[src/hw/eewc_pkg.sv]
// constants and types for the data eeprom write control block
// assumes one 200 MHz clock and a byte-wide cpu memory port
// Function
// - 32 byte data array, separate memory
// - cpu uses plain byte reads and writes
// - detect write end, raise done request
// - reset loads control register with 08H
// - control register at FFD8H, bit or byte
// - bit7 0, sel 6:4, bit3 1, 2 1 0
// - codes 0 to 5 pick clock/8 to /256
// - code 6 picks timer output; 7 forbidden
// - enable bits set standby, read, read/write
// - flag 0: idle, write needs write enable
// - flag 1: busy, no access, not writable
// - array writes while busy are ignored
// - clearing read enable clears write enable
`default_nettype none
package eewc_pkg;
    localparam logic [15:0] EEWC_CTRL_ADDR    = 16'hFFD8;
    localparam logic [15:0] EEWC_ARRAY_BASE   = 16'hFE00;
    localparam int          EEWC_DEPTH        = 32;
    localparam logic [7:0]  EEWC_CTRL_RESET   = 8'h08;
    localparam int          EEWC_BIT_FIX0     = 7;
    localparam int          EEWC_SEL_LSB      = 4;
    localparam int          EEWC_BIT_FIX1     = 3;
    localparam int          EEWC_BIT_RDEN     = 2;
    localparam int          EEWC_BIT_BUSY     = 1;
    localparam int          EEWC_BIT_WREN     = 0;
    localparam logic [2:0]  EEWC_SEL_TIMER    = 3'h6;
    localparam int          EEWC_WRITE_TICKS  = 145;
    typedef enum logic [1:0] {
        EEWC_IDLE = 2'b01,
        EEWC_BUSY = 2'b10
    } eewc_state_t;
endpackage
`default_nettype wire

[src/hw/eewc_tick_if.sv]
// interface carrying count-clock ticks to the write timer
// assumes both ends share one clock
`timescale 1ns/1ps
`default_nettype none
interface eewc_tick_if;
    logic       tick;
    logic [2:0] sel;
    modport gen (input sel, output tick);
    modport use_ (output sel, input tick);
endinterface
`default_nettype wire

[src/hw/eewc_tick_gen.sv]
// count clock generator: divided system clock or timer output
// assumes the timer output is synchronous to clk_in
`timescale 1ns/1ps
`default_nettype none
module eewc_tick_gen (
    // clock and reset
    input  wire logic     clk_in,
    input  wire logic     rst_b_in,
    // timer output level
    input  wire logic     timer_out_in,
    // tick link
    eewc_tick_if.gen      tk
);
    import eewc_pkg::*;
    logic [7:0] div_reg;
    logic       tmr_reg;
    logic       sel_tick;
    // free running prescaler
    always_ff @(posedge clk_in) begin
        if (!rst_b_in) begin
            div_reg <= 8'h00;
            tmr_reg <= 1'b0;
        end else begin
            div_reg <= div_reg + 8'h01;
            tmr_reg <= timer_out_in;
        end
    end
    // pick one tap; code 7 gives no tick so a write never ends
    always_comb begin
        sel_tick = 1'b0;
        case (tk.sel)
            3'h0, 3'h1, 3'h2, 3'h3, 3'h4, 3'h5: begin
                // all lower tap bits ones: one tick per 2^(sel+3)
                sel_tick = &(div_reg | ~(8'hFF >> (3'h5 - tk.sel)));
            end
            EEWC_SEL_TIMER: begin
                sel_tick = timer_out_in & ~tmr_reg;
            end
            default: begin
                sel_tick = 1'b0;
            end
        endcase
    end
    assign tk.tick = sel_tick;
endmodule
`default_nettype wire

[src/hw/eewc_top.sv]
// data eeprom array with its write control register
// assumes cpu strobes are one-cycle pulses synchronous to clk_in
`timescale 1ns/1ps
`default_nettype none
module eewc_top #(
    parameter int DEPTH = eewc_pkg::EEWC_DEPTH,
    parameter int TICKS = eewc_pkg::EEWC_WRITE_TICKS
) (
    // clock and reset
    input  wire logic        clk_in,
    input  wire logic        rst_b_in,
    // cpu memory port
    input  wire logic [15:0] addr_in,
    input  wire logic        wr_in,
    input  wire logic        rd_in,
    input  wire logic [7:0]  wdata_in,
    output logic      [7:0]  rdata_out,
    // timer output used as count clock
    input  wire logic        second_timer_counter_in,
    // write done request
    output logic             write_done_irq_out
);
    import eewc_pkg::*;
    localparam int AW = $clog2(DEPTH);
    eewc_tick_if tk ();
    logic [7:0]  mem [DEPTH];
    logic [2:0]  count_clock_select_reg;
    logic        array_read_enable_reg;
    logic        array_write_enable_reg;
    eewc_state_t state_reg;
    logic [7:0]  ticks_reg;
    logic [AW-1:0] waddr_reg;
    logic [7:0]  wbyte_reg;
    logic        irq_reg;
    logic [7:0]  rdata_reg;
    logic        ctrl_hit;
    logic        arr_hit;
    logic        busy;
    logic        wr_start;
    logic        wr_end;
    logic [7:0]  ctrl_view;
    logic [AW-1:0] aidx;

    eewc_tick_gen u_tick (
        .clk_in       (clk_in),
        .rst_b_in     (rst_b_in),
        .timer_out_in (second_timer_counter_in),
        .tk           (tk)
    );
    assign tk.sel = count_clock_select_reg;

    // address decode; bit writes arrive as read-modify-write bytes
    assign ctrl_hit = (addr_in == EEWC_CTRL_ADDR);
    assign arr_hit  = (addr_in >= EEWC_ARRAY_BASE) &&
                      (addr_in < EEWC_ARRAY_BASE + 16'(DEPTH));
    assign aidx     = addr_in[AW-1:0];
    assign busy     = (state_reg == EEWC_BUSY);
    // accepted only idle with both enables set
    assign wr_start = wr_in && arr_hit && !busy &&
                      array_read_enable_reg &&
                      array_write_enable_reg;
    assign wr_end   = busy && tk.tick && (ticks_reg == 8'(TICKS - 1));
    // fixed bits are constants, not storage
    assign ctrl_view = {1'b0, count_clock_select_reg, 1'b1,
                        array_read_enable_reg, busy,
                        array_write_enable_reg};

    // control register; busy bit is not writable
    always_ff @(posedge clk_in) begin
        if (!rst_b_in) begin
            count_clock_select_reg <= EEWC_CTRL_RESET[6:4];
            array_read_enable_reg  <= EEWC_CTRL_RESET[EEWC_BIT_RDEN];
            array_write_enable_reg <= EEWC_CTRL_RESET[EEWC_BIT_WREN];
        end else if (wr_in && ctrl_hit) begin
            count_clock_select_reg <= wdata_in[6:4];
            array_read_enable_reg  <= wdata_in[EEWC_BIT_RDEN];
            // write enable only follows read enable
            array_write_enable_reg <= wdata_in[EEWC_BIT_WREN] &
                                      wdata_in[EEWC_BIT_RDEN];
        end
    end

    // write sequencer: TICKS count clocks per byte
    always_ff @(posedge clk_in) begin
        if (!rst_b_in) begin
            state_reg <= EEWC_IDLE;
            ticks_reg <= 8'h00;
            waddr_reg <= '0;
            wbyte_reg <= 8'h00;
        end else begin
            case (state_reg)
                EEWC_IDLE: begin
                    if (wr_start) begin
                        state_reg <= EEWC_BUSY;
                        ticks_reg <= 8'h00;
                        waddr_reg <= aidx;
                        wbyte_reg <= wdata_in;
                    end
                end
                EEWC_BUSY: begin
                    if (wr_end) begin
                        state_reg <= EEWC_IDLE;
                    end else if (tk.tick) begin
                        ticks_reg <= ticks_reg + 8'h01;
                    end
                end
                default: begin
                    state_reg <= EEWC_IDLE;
                end
            endcase
        end
    end

    // cell commits when the timed write ends
    always_ff @(posedge clk_in) begin
        if (wr_end) begin
            mem[waddr_reg] <= wbyte_reg;
        end
    end

    // one-cycle done pulse
    always_ff @(posedge clk_in) begin
        if (!rst_b_in) begin
            irq_reg <= 1'b0;
        end else begin
            irq_reg <= wr_end;
        end
    end
    assign write_done_irq_out = irq_reg;

    // read data; array blocked in standby and while busy
    always_ff @(posedge clk_in) begin
        if (!rst_b_in) begin
            rdata_reg <= 8'h00;
        end else if (rd_in) begin
            if (ctrl_hit) begin
                rdata_reg <= ctrl_view;
            end else if (arr_hit && array_read_enable_reg && !busy) begin
                rdata_reg <= mem[aidx];
            end else begin
                rdata_reg <= 8'h00;
            end
        end
    end
    assign rdata_out = rdata_reg;

    // control register invariants
    a_write_enable_dep: assert property (@(posedge clk_in)
        disable iff (!rst_b_in)
        array_write_enable_reg |-> array_read_enable_reg)
        else $error("write enable set without read enable");
    a_fixed_bits: assert property (@(posedge clk_in)
        disable iff (!rst_b_in)
        !ctrl_view[EEWC_BIT_FIX0] && ctrl_view[EEWC_BIT_FIX1])
        else $error("fixed control bits wrong");
    a_reset_value: assert property (@(posedge clk_in)
        !rst_b_in |=> ctrl_view == EEWC_CTRL_RESET)
        else $error("control reset value wrong");
    // busy only moves by the sequencer, never by a register write
    a_flag_readonly: assert property (@(posedge clk_in)
        disable iff (!rst_b_in)
        (wr_in && ctrl_hit && !wr_end) |=> $stable(busy))
        else $error("busy flag changed by a control write");

    // write acceptance and refusal
    a_start_busy: assert property (@(posedge clk_in)
        disable iff (!rst_b_in)
        wr_start |=> ctrl_view[EEWC_BIT_BUSY])
        else $error("busy not set after accepted write");
    a_ignore_busy: assert property (@(posedge clk_in)
        disable iff (!rst_b_in)
        (busy && wr_in && arr_hit && !wr_end) |=>
        ($stable(wbyte_reg) && $stable(waddr_reg)))
        else $error("write accepted while busy");
    a_no_enable: assert property (@(posedge clk_in)
        disable iff (!rst_b_in)
        (wr_in && arr_hit && !array_write_enable_reg) |-> !wr_start)
        else $error("write taken without write enable");

    // timed write progress, one step per count clock tick
    a_ticks_range: assert property (@(posedge clk_in)
        disable iff (!rst_b_in)
        busy |-> (ticks_reg < 8'(TICKS)))
        else $error("write tick count out of range");
    a_tick_advance: assert property (@(posedge clk_in)
        disable iff (!rst_b_in)
        (busy && tk.tick && !wr_end) |=>
        (ticks_reg == $past(ticks_reg) + 8'h01))
        else $error("write tick not counted");
    a_tick_hold: assert property (@(posedge clk_in)
        disable iff (!rst_b_in)
        (busy && !tk.tick) |=> $stable(ticks_reg))
        else $error("write tick counted without count clock");

    // done request
    a_irq_pulse: assert property (@(posedge clk_in)
        disable iff (!rst_b_in)
        write_done_irq_out |=> !write_done_irq_out)
        else $error("done request longer than one cycle");
    a_irq_idle: assert property (@(posedge clk_in)
        disable iff (!rst_b_in)
        $fell(busy) |-> write_done_irq_out)
        else $error("write ended without done request");
    a_done_idle: assert property (@(posedge clk_in)
        disable iff (!rst_b_in)
        write_done_irq_out |-> !busy)
        else $error("done request while still busy");

    // array reads blocked while busy and in standby
    a_busy_read: assert property (@(posedge clk_in)
        disable iff (!rst_b_in)
        (rd_in && arr_hit && busy) |=> rdata_out == 8'h00)
        else $error("array read while busy");
    a_standby_read: assert property (@(posedge clk_in)
        disable iff (!rst_b_in)
        (rd_in && arr_hit && !array_read_enable_reg) |=> rdata_out == 8'h00)
        else $error("array read in standby");

    // main scenarios
    c_write: cover property (@(posedge clk_in) wr_start);
    c_done: cover property (@(posedge clk_in) write_done_irq_out);
    c_busy_write: cover property (@(posedge clk_in) busy && wr_in && arr_hit);
    c_ctrl_read: cover property (@(posedge clk_in) rd_in && ctrl_hit);
    c_timer_write: cover property (@(posedge clk_in)
        wr_start && (count_clock_select_reg == EEWC_SEL_TIMER));
endmodule
`default_nettype wire

[config.mk]
export PLATFORM = sky130hd
export DESIGN_NAME = eewc_top
export DESIGN_NICKNAME = d
export VERILOG_FILES = /design/src/hw/eewc_pkg.sv /design/src/hw/eewc_tick_if.sv /design/src/hw/eewc_tick_gen.sv /design/src/hw/eewc_top.sv
export SDC_FILE = /design/constraint.sdc
export NUM_CORES = 1
export LEC_CHECK = 0
export BUFFER_PORTS_ARGS = -buffer_cell sky130_fd_sc_hd__buf_2
export CORE_MARGIN = 2
export CORE_UTILIZATION = 35
export CTS_CLUSTER_SIZE = 14
export DETAILED_ROUTE_END_ITERATION = 7
export PLACE_DENSITY_LB_ADDON = 0.1
export SYNTH_ARGS = -nofsm -noshare
export SYNTH_HDL_FRONTEND = slang
export SYNTH_SLANG_ARGS = --single-unit
export TNS_END_PERCENT = 1
[constraint.sdc]
create_clock -name clk_in -period 3.8 [get_ports clk_in]
set_input_delay 0 -clock clk_in [delete_from_list [all_inputs] [get_ports clk_in]]
set_output_delay 0 -clock clk_in [all_outputs]
set_load 0.005 [all_outputs]
* Word-level counts from Yosys, hierarchy flattened *
Memory sizes are Yosys's and may differ from the RTL's.
Cells that the tools add are included.
Widths: inputs -> output; s select.

cells by class
  div/mod/pow operators = 0
  reductions and logical operators = 18
  multipliers = 0
  bitwise logic cells = 5
  multiplexer cells = 12
  add/subtract/negate cells = 3
  shift-type cells = 1
  equality and inequality tests = 14
  magnitude comparators = 2

operators by type and width
  cell                  number
  $mux 8                5
  $add 8x1->8 const B   2
  $eq 16x16->1 const B  1
  $ge 16x16->1 const B  1
  $lt 16x16->1 const B  1
  $pmux 8 s2            1
  $logic_and 1x1->1     10
  $eq 3x3->1 const B    3
  $eq 8x8->1 const B    1
  $not 8->8             1
  $or 8x8->8            1
  $reduce_and 8->1      1
  $shr 8x3->8 const A   1
  $eq 3x2->1 const B    2
  $ne 2x2->1 const B    3
  $reduce_or 6->1       1
  $mux 2                2
  $pmux 2 s2            1
  $reduce_and 2->1      2
  $reduce_and 4->1      1
  $eq 3x1->1 const B    1
  $logic_not 3->1       1
  $sub 3x3->3 const A   1
  $and 1x1->1           2
  other kinds (8)       9

storage, ports and cells
  memory bits (writable) = 256
  memories = 1
  bits in latches = 0
  flip-flop bits (word level) = 46
  ROM bits = 0
  word-level logic and storage cells = 67
  input port bits = 29
  output and inout port bits = 9

memories
  name  depth  width  read ports  clocked after memory_dff  write ports  RTL line        RTL
  mem   32     8      1           0                         1            eewc_top.sv:26  logic [7:0] mem [DEPTH];

* Longest topological paths before layout *
  depth in word-level cells = 10
  depth in mapped cells = 9
  mapped depth without buffers = 8

* Hierarchy *
A second synthesis with hierarchy kept.

unflattened totals
  cells, all modules = 698
  area total of the unflattened synthesis = 12057.8 µm²

modules (own cells, without submodules)
  module         area an instance (µm²)  seq. area each (µm²)  times used  cells an instance
  eewc_top       11608.6                 8428.1                1           647
  eewc_tick_gen  449.2                   180.2                 1           51

* Least setup slack after synthesis *
OpenSTA, ideal clock, no wires.

  path kind = register to register
  start = reg count_clock_select_reg[1]
  end = mem mem[0][0], enable pin
  cell stages (with the launch flop) = 10
  arrival = 2.458 ns
  period minus slack after synthesis = 2.828 ns
  data required time = 3.430 ns
  setup time = 0.370 ns
  path buffers = 1
  path slack = 0.972 ns
  path through = dfxtp_1 -> inv_1 -> ha_1 -> inv_1 -> o311ai_1 -> o2111ai_1 -> nand2_1 -> or4b_1 -> clkbuf_1 -> nor2_1

between the ends
  word-level cells in the longest chain between the ends = 10
  elaborated cells on any way between the ends = 18
  classes of those cells = add/sub (1); eq/ne (6); shift (1); mux (3); bitwise (2); reduce/logical (5)

ends and longest elaborated chain
  item                              RTL line             RTL
  start: declaration                eewc_top.sv:27       logic [2:0] count_clock_select_reg;
  start signal: assignment          eewc_top.sv:71       count_clock_select_reg <= EEWC_CTRL_RESET[6:4];
  start signal: assignment          eewc_top.sv:75       count_clock_select_reg <= wdata_in[6:4];
  $sub 3x3->3                       eewc_tick_gen.sv:34  sel_tick = &(div_reg | ~(8'hFF >> (3'h5 - tk.sel)));
  $shr 8x3->8                       eewc_tick_gen.sv:34
  $not 8->8                         eewc_tick_gen.sv:34
  $or 8x8->8                        eewc_tick_gen.sv:34
  $reduce_and 8->1                  eewc_tick_gen.sv:34
  $pmux 1 s2 *                      eewc_tick_gen.sv:31  case (tk.sel)
  $logic_and 1x1->1 * (2 in a row)  eewc_top.sv:62       assign wr_end = busy && tk.tick && (ticks_reg == 8'(TICKS - 1));
  $mux 1 *                          eewc_top.sv:116      if (wr_end) begin
  $mux 1 (implied by the code) *    eewc_top.sv:117      mem[waddr_reg] <= wbyte_reg;
  end: declaration                  eewc_top.sv:26

Every way passes the cells marked *; elsewhere a longest branch is shown, timed or not.

* Final worst setup path *
  start = reg count_clock_select_reg[1]
  end = mem mem[28][0], enable pin

The elaborated chain is that of the path after synthesis.

==> impl_metrics.env <==
export IMPL_status="finished, final reports clean"
export IMPL_critical_path_startpoint_type="flop"
export IMPL_period_needed_ns=3.121
export IMPL_place_gp_congestion=0.7999
export IMPL_htreeDepth=2
export IMPL_antenna_found_initial=0
export IMPL_cts_sinks=302
export IMPL_ys_ff_latch=302
export IMPL_grt_use_total_pct=16.90
export IMPL_cp_top_family="simple AND/OR/NAND/NOR gates"
export IMPL_top_register="mem"
export IMPL_detail_route_antenna_nets=0
export IMPL_antenna_cells=0
export IMPL_swShare_pct=20.36
export IMPL_p_sw_mw=1.392
export IMPL_root_buffer="clkbuf_16"
export IMPL_arrival_ns=3.32
export IMPL_synth_edff_count=256
export IMPL_drive_gt1_share_pct=25.09
export IMPL_power_frac_seq_pct=51.9
export IMPL_fmax_mhz=320.4
export IMPL_cp_max_fo=9
export IMPL_hold_path_class="in2reg"
export IMPL_drv_cap=0
export IMPL_yosys_area_top_type="edfxtp_1"
export IMPL_final_cells=1292
export IMPL_hold_viol_final=0
export IMPL_rsz0062_at_grt="no"
export IMPL_slowest_stage="or4b_1"
export IMPL_cts_buffer_depth=3
export IMPL_gr_usage_met2_pct=27.48
export IMPL_io_pins=38
export IMPL_cpMostUsedCell="inv_1"
export IMPL_start_util_pct=35.29
export IMPL_synth_top_cell_area_share_pct=63.52
export IMPL_num_rows=68
export IMPL_cts_buffers=35
export IMPL_syn2layout_area_growth_pct=17.98
export IMPL_dp_hpwl_um=18770
export IMPL_dieHeight_um=189.9
export IMPL_core_mm2=0.03429
export IMPL_cp_data_required_time_ns=4.00
export IMPL_ys_top_cells_by_area="edfxtp_1 (64%), mux4_2 (11%), dfxtp_1 (7.6%)"
export IMPL_cts_repair_resized=0
export IMPL_placed_area_mm2=0.01307
export IMPL_synth_area_per_cell_um2=16.95
export IMPL_tritoncts="done"
export IMPL_die_x_um=189.9
export IMPL_fin_crit_sh_pct=82.12
export IMPL_finalMaxSlewViolations=0
export IMPL_finClkSkew_ns=0.01656
export IMPL_p_leak_nw=5.003
export IMPL_slew_headroom_pct=42.14
export IMPL_grt_pass1_vias=7037
export IMPL_avgViaCountPerCell=5.221
export IMPL_synth_ff_type="edfxtp_1"
export IMPL_port_buffers=37
export IMPL_crit_buf_inv=3
export IMPL_drt_total_wl_um=29760
export IMPL_fin_tns_setup_ns=0
export IMPL_power_density_mw_per_mm2=479.1
export IMPL_drcViolationCount=0
export IMPL_cp_cell_sequence="inv_1, ha_1, inv_1, o311ai_1, o2111ai_1, nand2_1, or4b_1, nor2_1, buf_4"
export IMPL_wl_per_cell_um=23.03
export IMPL_dr_pass1_iters=5
export IMPL_final_cell_area_mm2=0.01428
export IMPL_die_area_mm2=0.03608
export IMPL_grtUsageMet3_pct=2.656
export IMPL_synth_cell_types=56
export IMPL_synth_cells=714
export IMPL_synth_nets=748
export IMPL_critPathKind="reg2reg"
export IMPL_slowest_delay_ns=0.74
export IMPL_grt_use_met1_pct=23.74
export IMPL_grt_max_degree=45
export IMPL_postSynth_asyncResetShare_pct=0
export IMPL_cts_setup_buffers=0
export IMPL_gr_total_overflow=0
export IMPL_netlist_area_mm2=0.01210
export IMPL_clkTransAtPathRegs_ns=0.05
export IMPL_vias=6745
export IMPL_grt_pass1_wl_um=45050
export IMPL_synth_seq_area_share_pct=71.13
export IMPL_final_nets=848
export IMPL_power_mw=6.840
export IMPL_final_cell_mix="edfxtp_1 (256), mux4_2 (60), buf_4 (48)"
export IMPL_pwr_share_clk_pct=44.9
export IMPL_drt_initial_drc_count=548
export IMPL_combPwrFrac_pct=3.2
export IMPL_ir_drop_uv=263.5
export IMPL_tightest_slew_ns=0.8680
export IMPL_internal_power_mw=5.447
export IMPL_yosysWarnings=0
export IMPL_clk_latency_ns=0.51
export IMPL_top_usage_layer="met2"
export IMPL_critPathCaptureType="flop"
export IMPL_final_common_cell="edfxtp_1"
export IMPL_ctsHoldBuffers=16
export IMPL_dpl_cell_count=1216
export IMPL_utilization_pct=41.64
export IMPL_setup_viol=0
export IMPL_largest_reg_flops=256
area by class of cell:
| class | instances | area, um^2 |
|---|---|---|
| well taps | 455 | 569.3 |
| fillers | 3083 | 20010 |
| clock inverters | 15 | 82.58 |
| flip-flops and latches | 302 | 8616 |
| repair buffers | 101 | 720.7 |
| multi-input cells | 365 | 3286 |
| inverters | 9 | 33.78 |
| clock buffers | 45 | 969.7 |
power by group through the flow:
stage,Clock [mW],Combinational [mW],Sequential (mW)
after floorplan,0,0.135,3.62
after global placement,0,0.209,3.62
after detailed placement,0,0.209,3.62
after CTS,3.16,0.222,3.55
after global routing,3.29,0.235,3.55
final,3.07,0.217,3.55
metrics by stage:
stage          setup WS [ns]  hold WS, ns
6_report              0.6794      0.09106
5_1_grt               0.4478       0.1246
4_1_cts               0.6729      0.07421
3_5_place_dp          0.6919       0.2464
3_3_place_gp          0.7186       0.2474
2_1_floorplan         0.9722       0.1217
final timing paths:
kind / depth (start not counted) / to / slack, ns / from
min reg2reg: 1 / u_tick.div_reg[0] / 0.48 / u_tick.div_reg[0]
max: 9 / mem[28][0] / 0.68 / count_clock_select_reg[1]
max reg2reg: 9 / mem[28][0] / 0.68 / count_clock_select_reg[1]
min: 2 / wbyte_reg[0] / 0.09 / rst_b_in
logic make-up after synthesis:
logic type      after synthesis  share of synthesized area [%]
flops                       302                          71.13
simple gates                178                          7.744
compound gates               89                          5.087
mux                          83                          13.08
buf+inv                      47                          1.716
xor+xnor                     10                         0.7238
fa+ha+maj                     5                         0.5170
cell usage after synthesis (4+ instances only):
| cell type | count |
|---|---|
| nor2_1 | 45 |
| a21oi_1 | 14 |
| a211oi_1 | 15 |
| a221oi_1 | 4 |
| nand3b_1 | 4 |
| and3_1 | 5 |
| edfxtp_1 | 256 |
| nand4b_1 | 6 |
| mux2i_1 | 22 |
| a22oi_1 | 4 |
| nand4_1 | 8 |
| nor2b_1 | 12 |
| buf_1 | 4 |
| dfxtp_1 | 46 |
| o21ai_0 | 18 |
| nand3_1 | 22 |
| xnor2_1 | 8 |
| ha_1 | 5 |
| buf_2 | 16 |
| mux4_2 | 60 |
| inv_1 | 9 |
| and2_1 | 9 |
| a21boi_0 | 18 |
| nand2_1 | 43 |
| clkbuf_1 | 16 |
layer usage:
| layer | part of all wire [%] | routed length, um | vias up |
|---|---|---|---|
| met4 | 1.9 | 556 | 0 |
| met5 | 0 | 0 | - |
| met3 | 5.0 | 1488 | 32 |
| met2 | 47 | 14060 | 179 |
| met1 | 46 | 13650 | 3503 |
| li1 | - | - | 3031 |
Power figures use the tool's default switching activity.
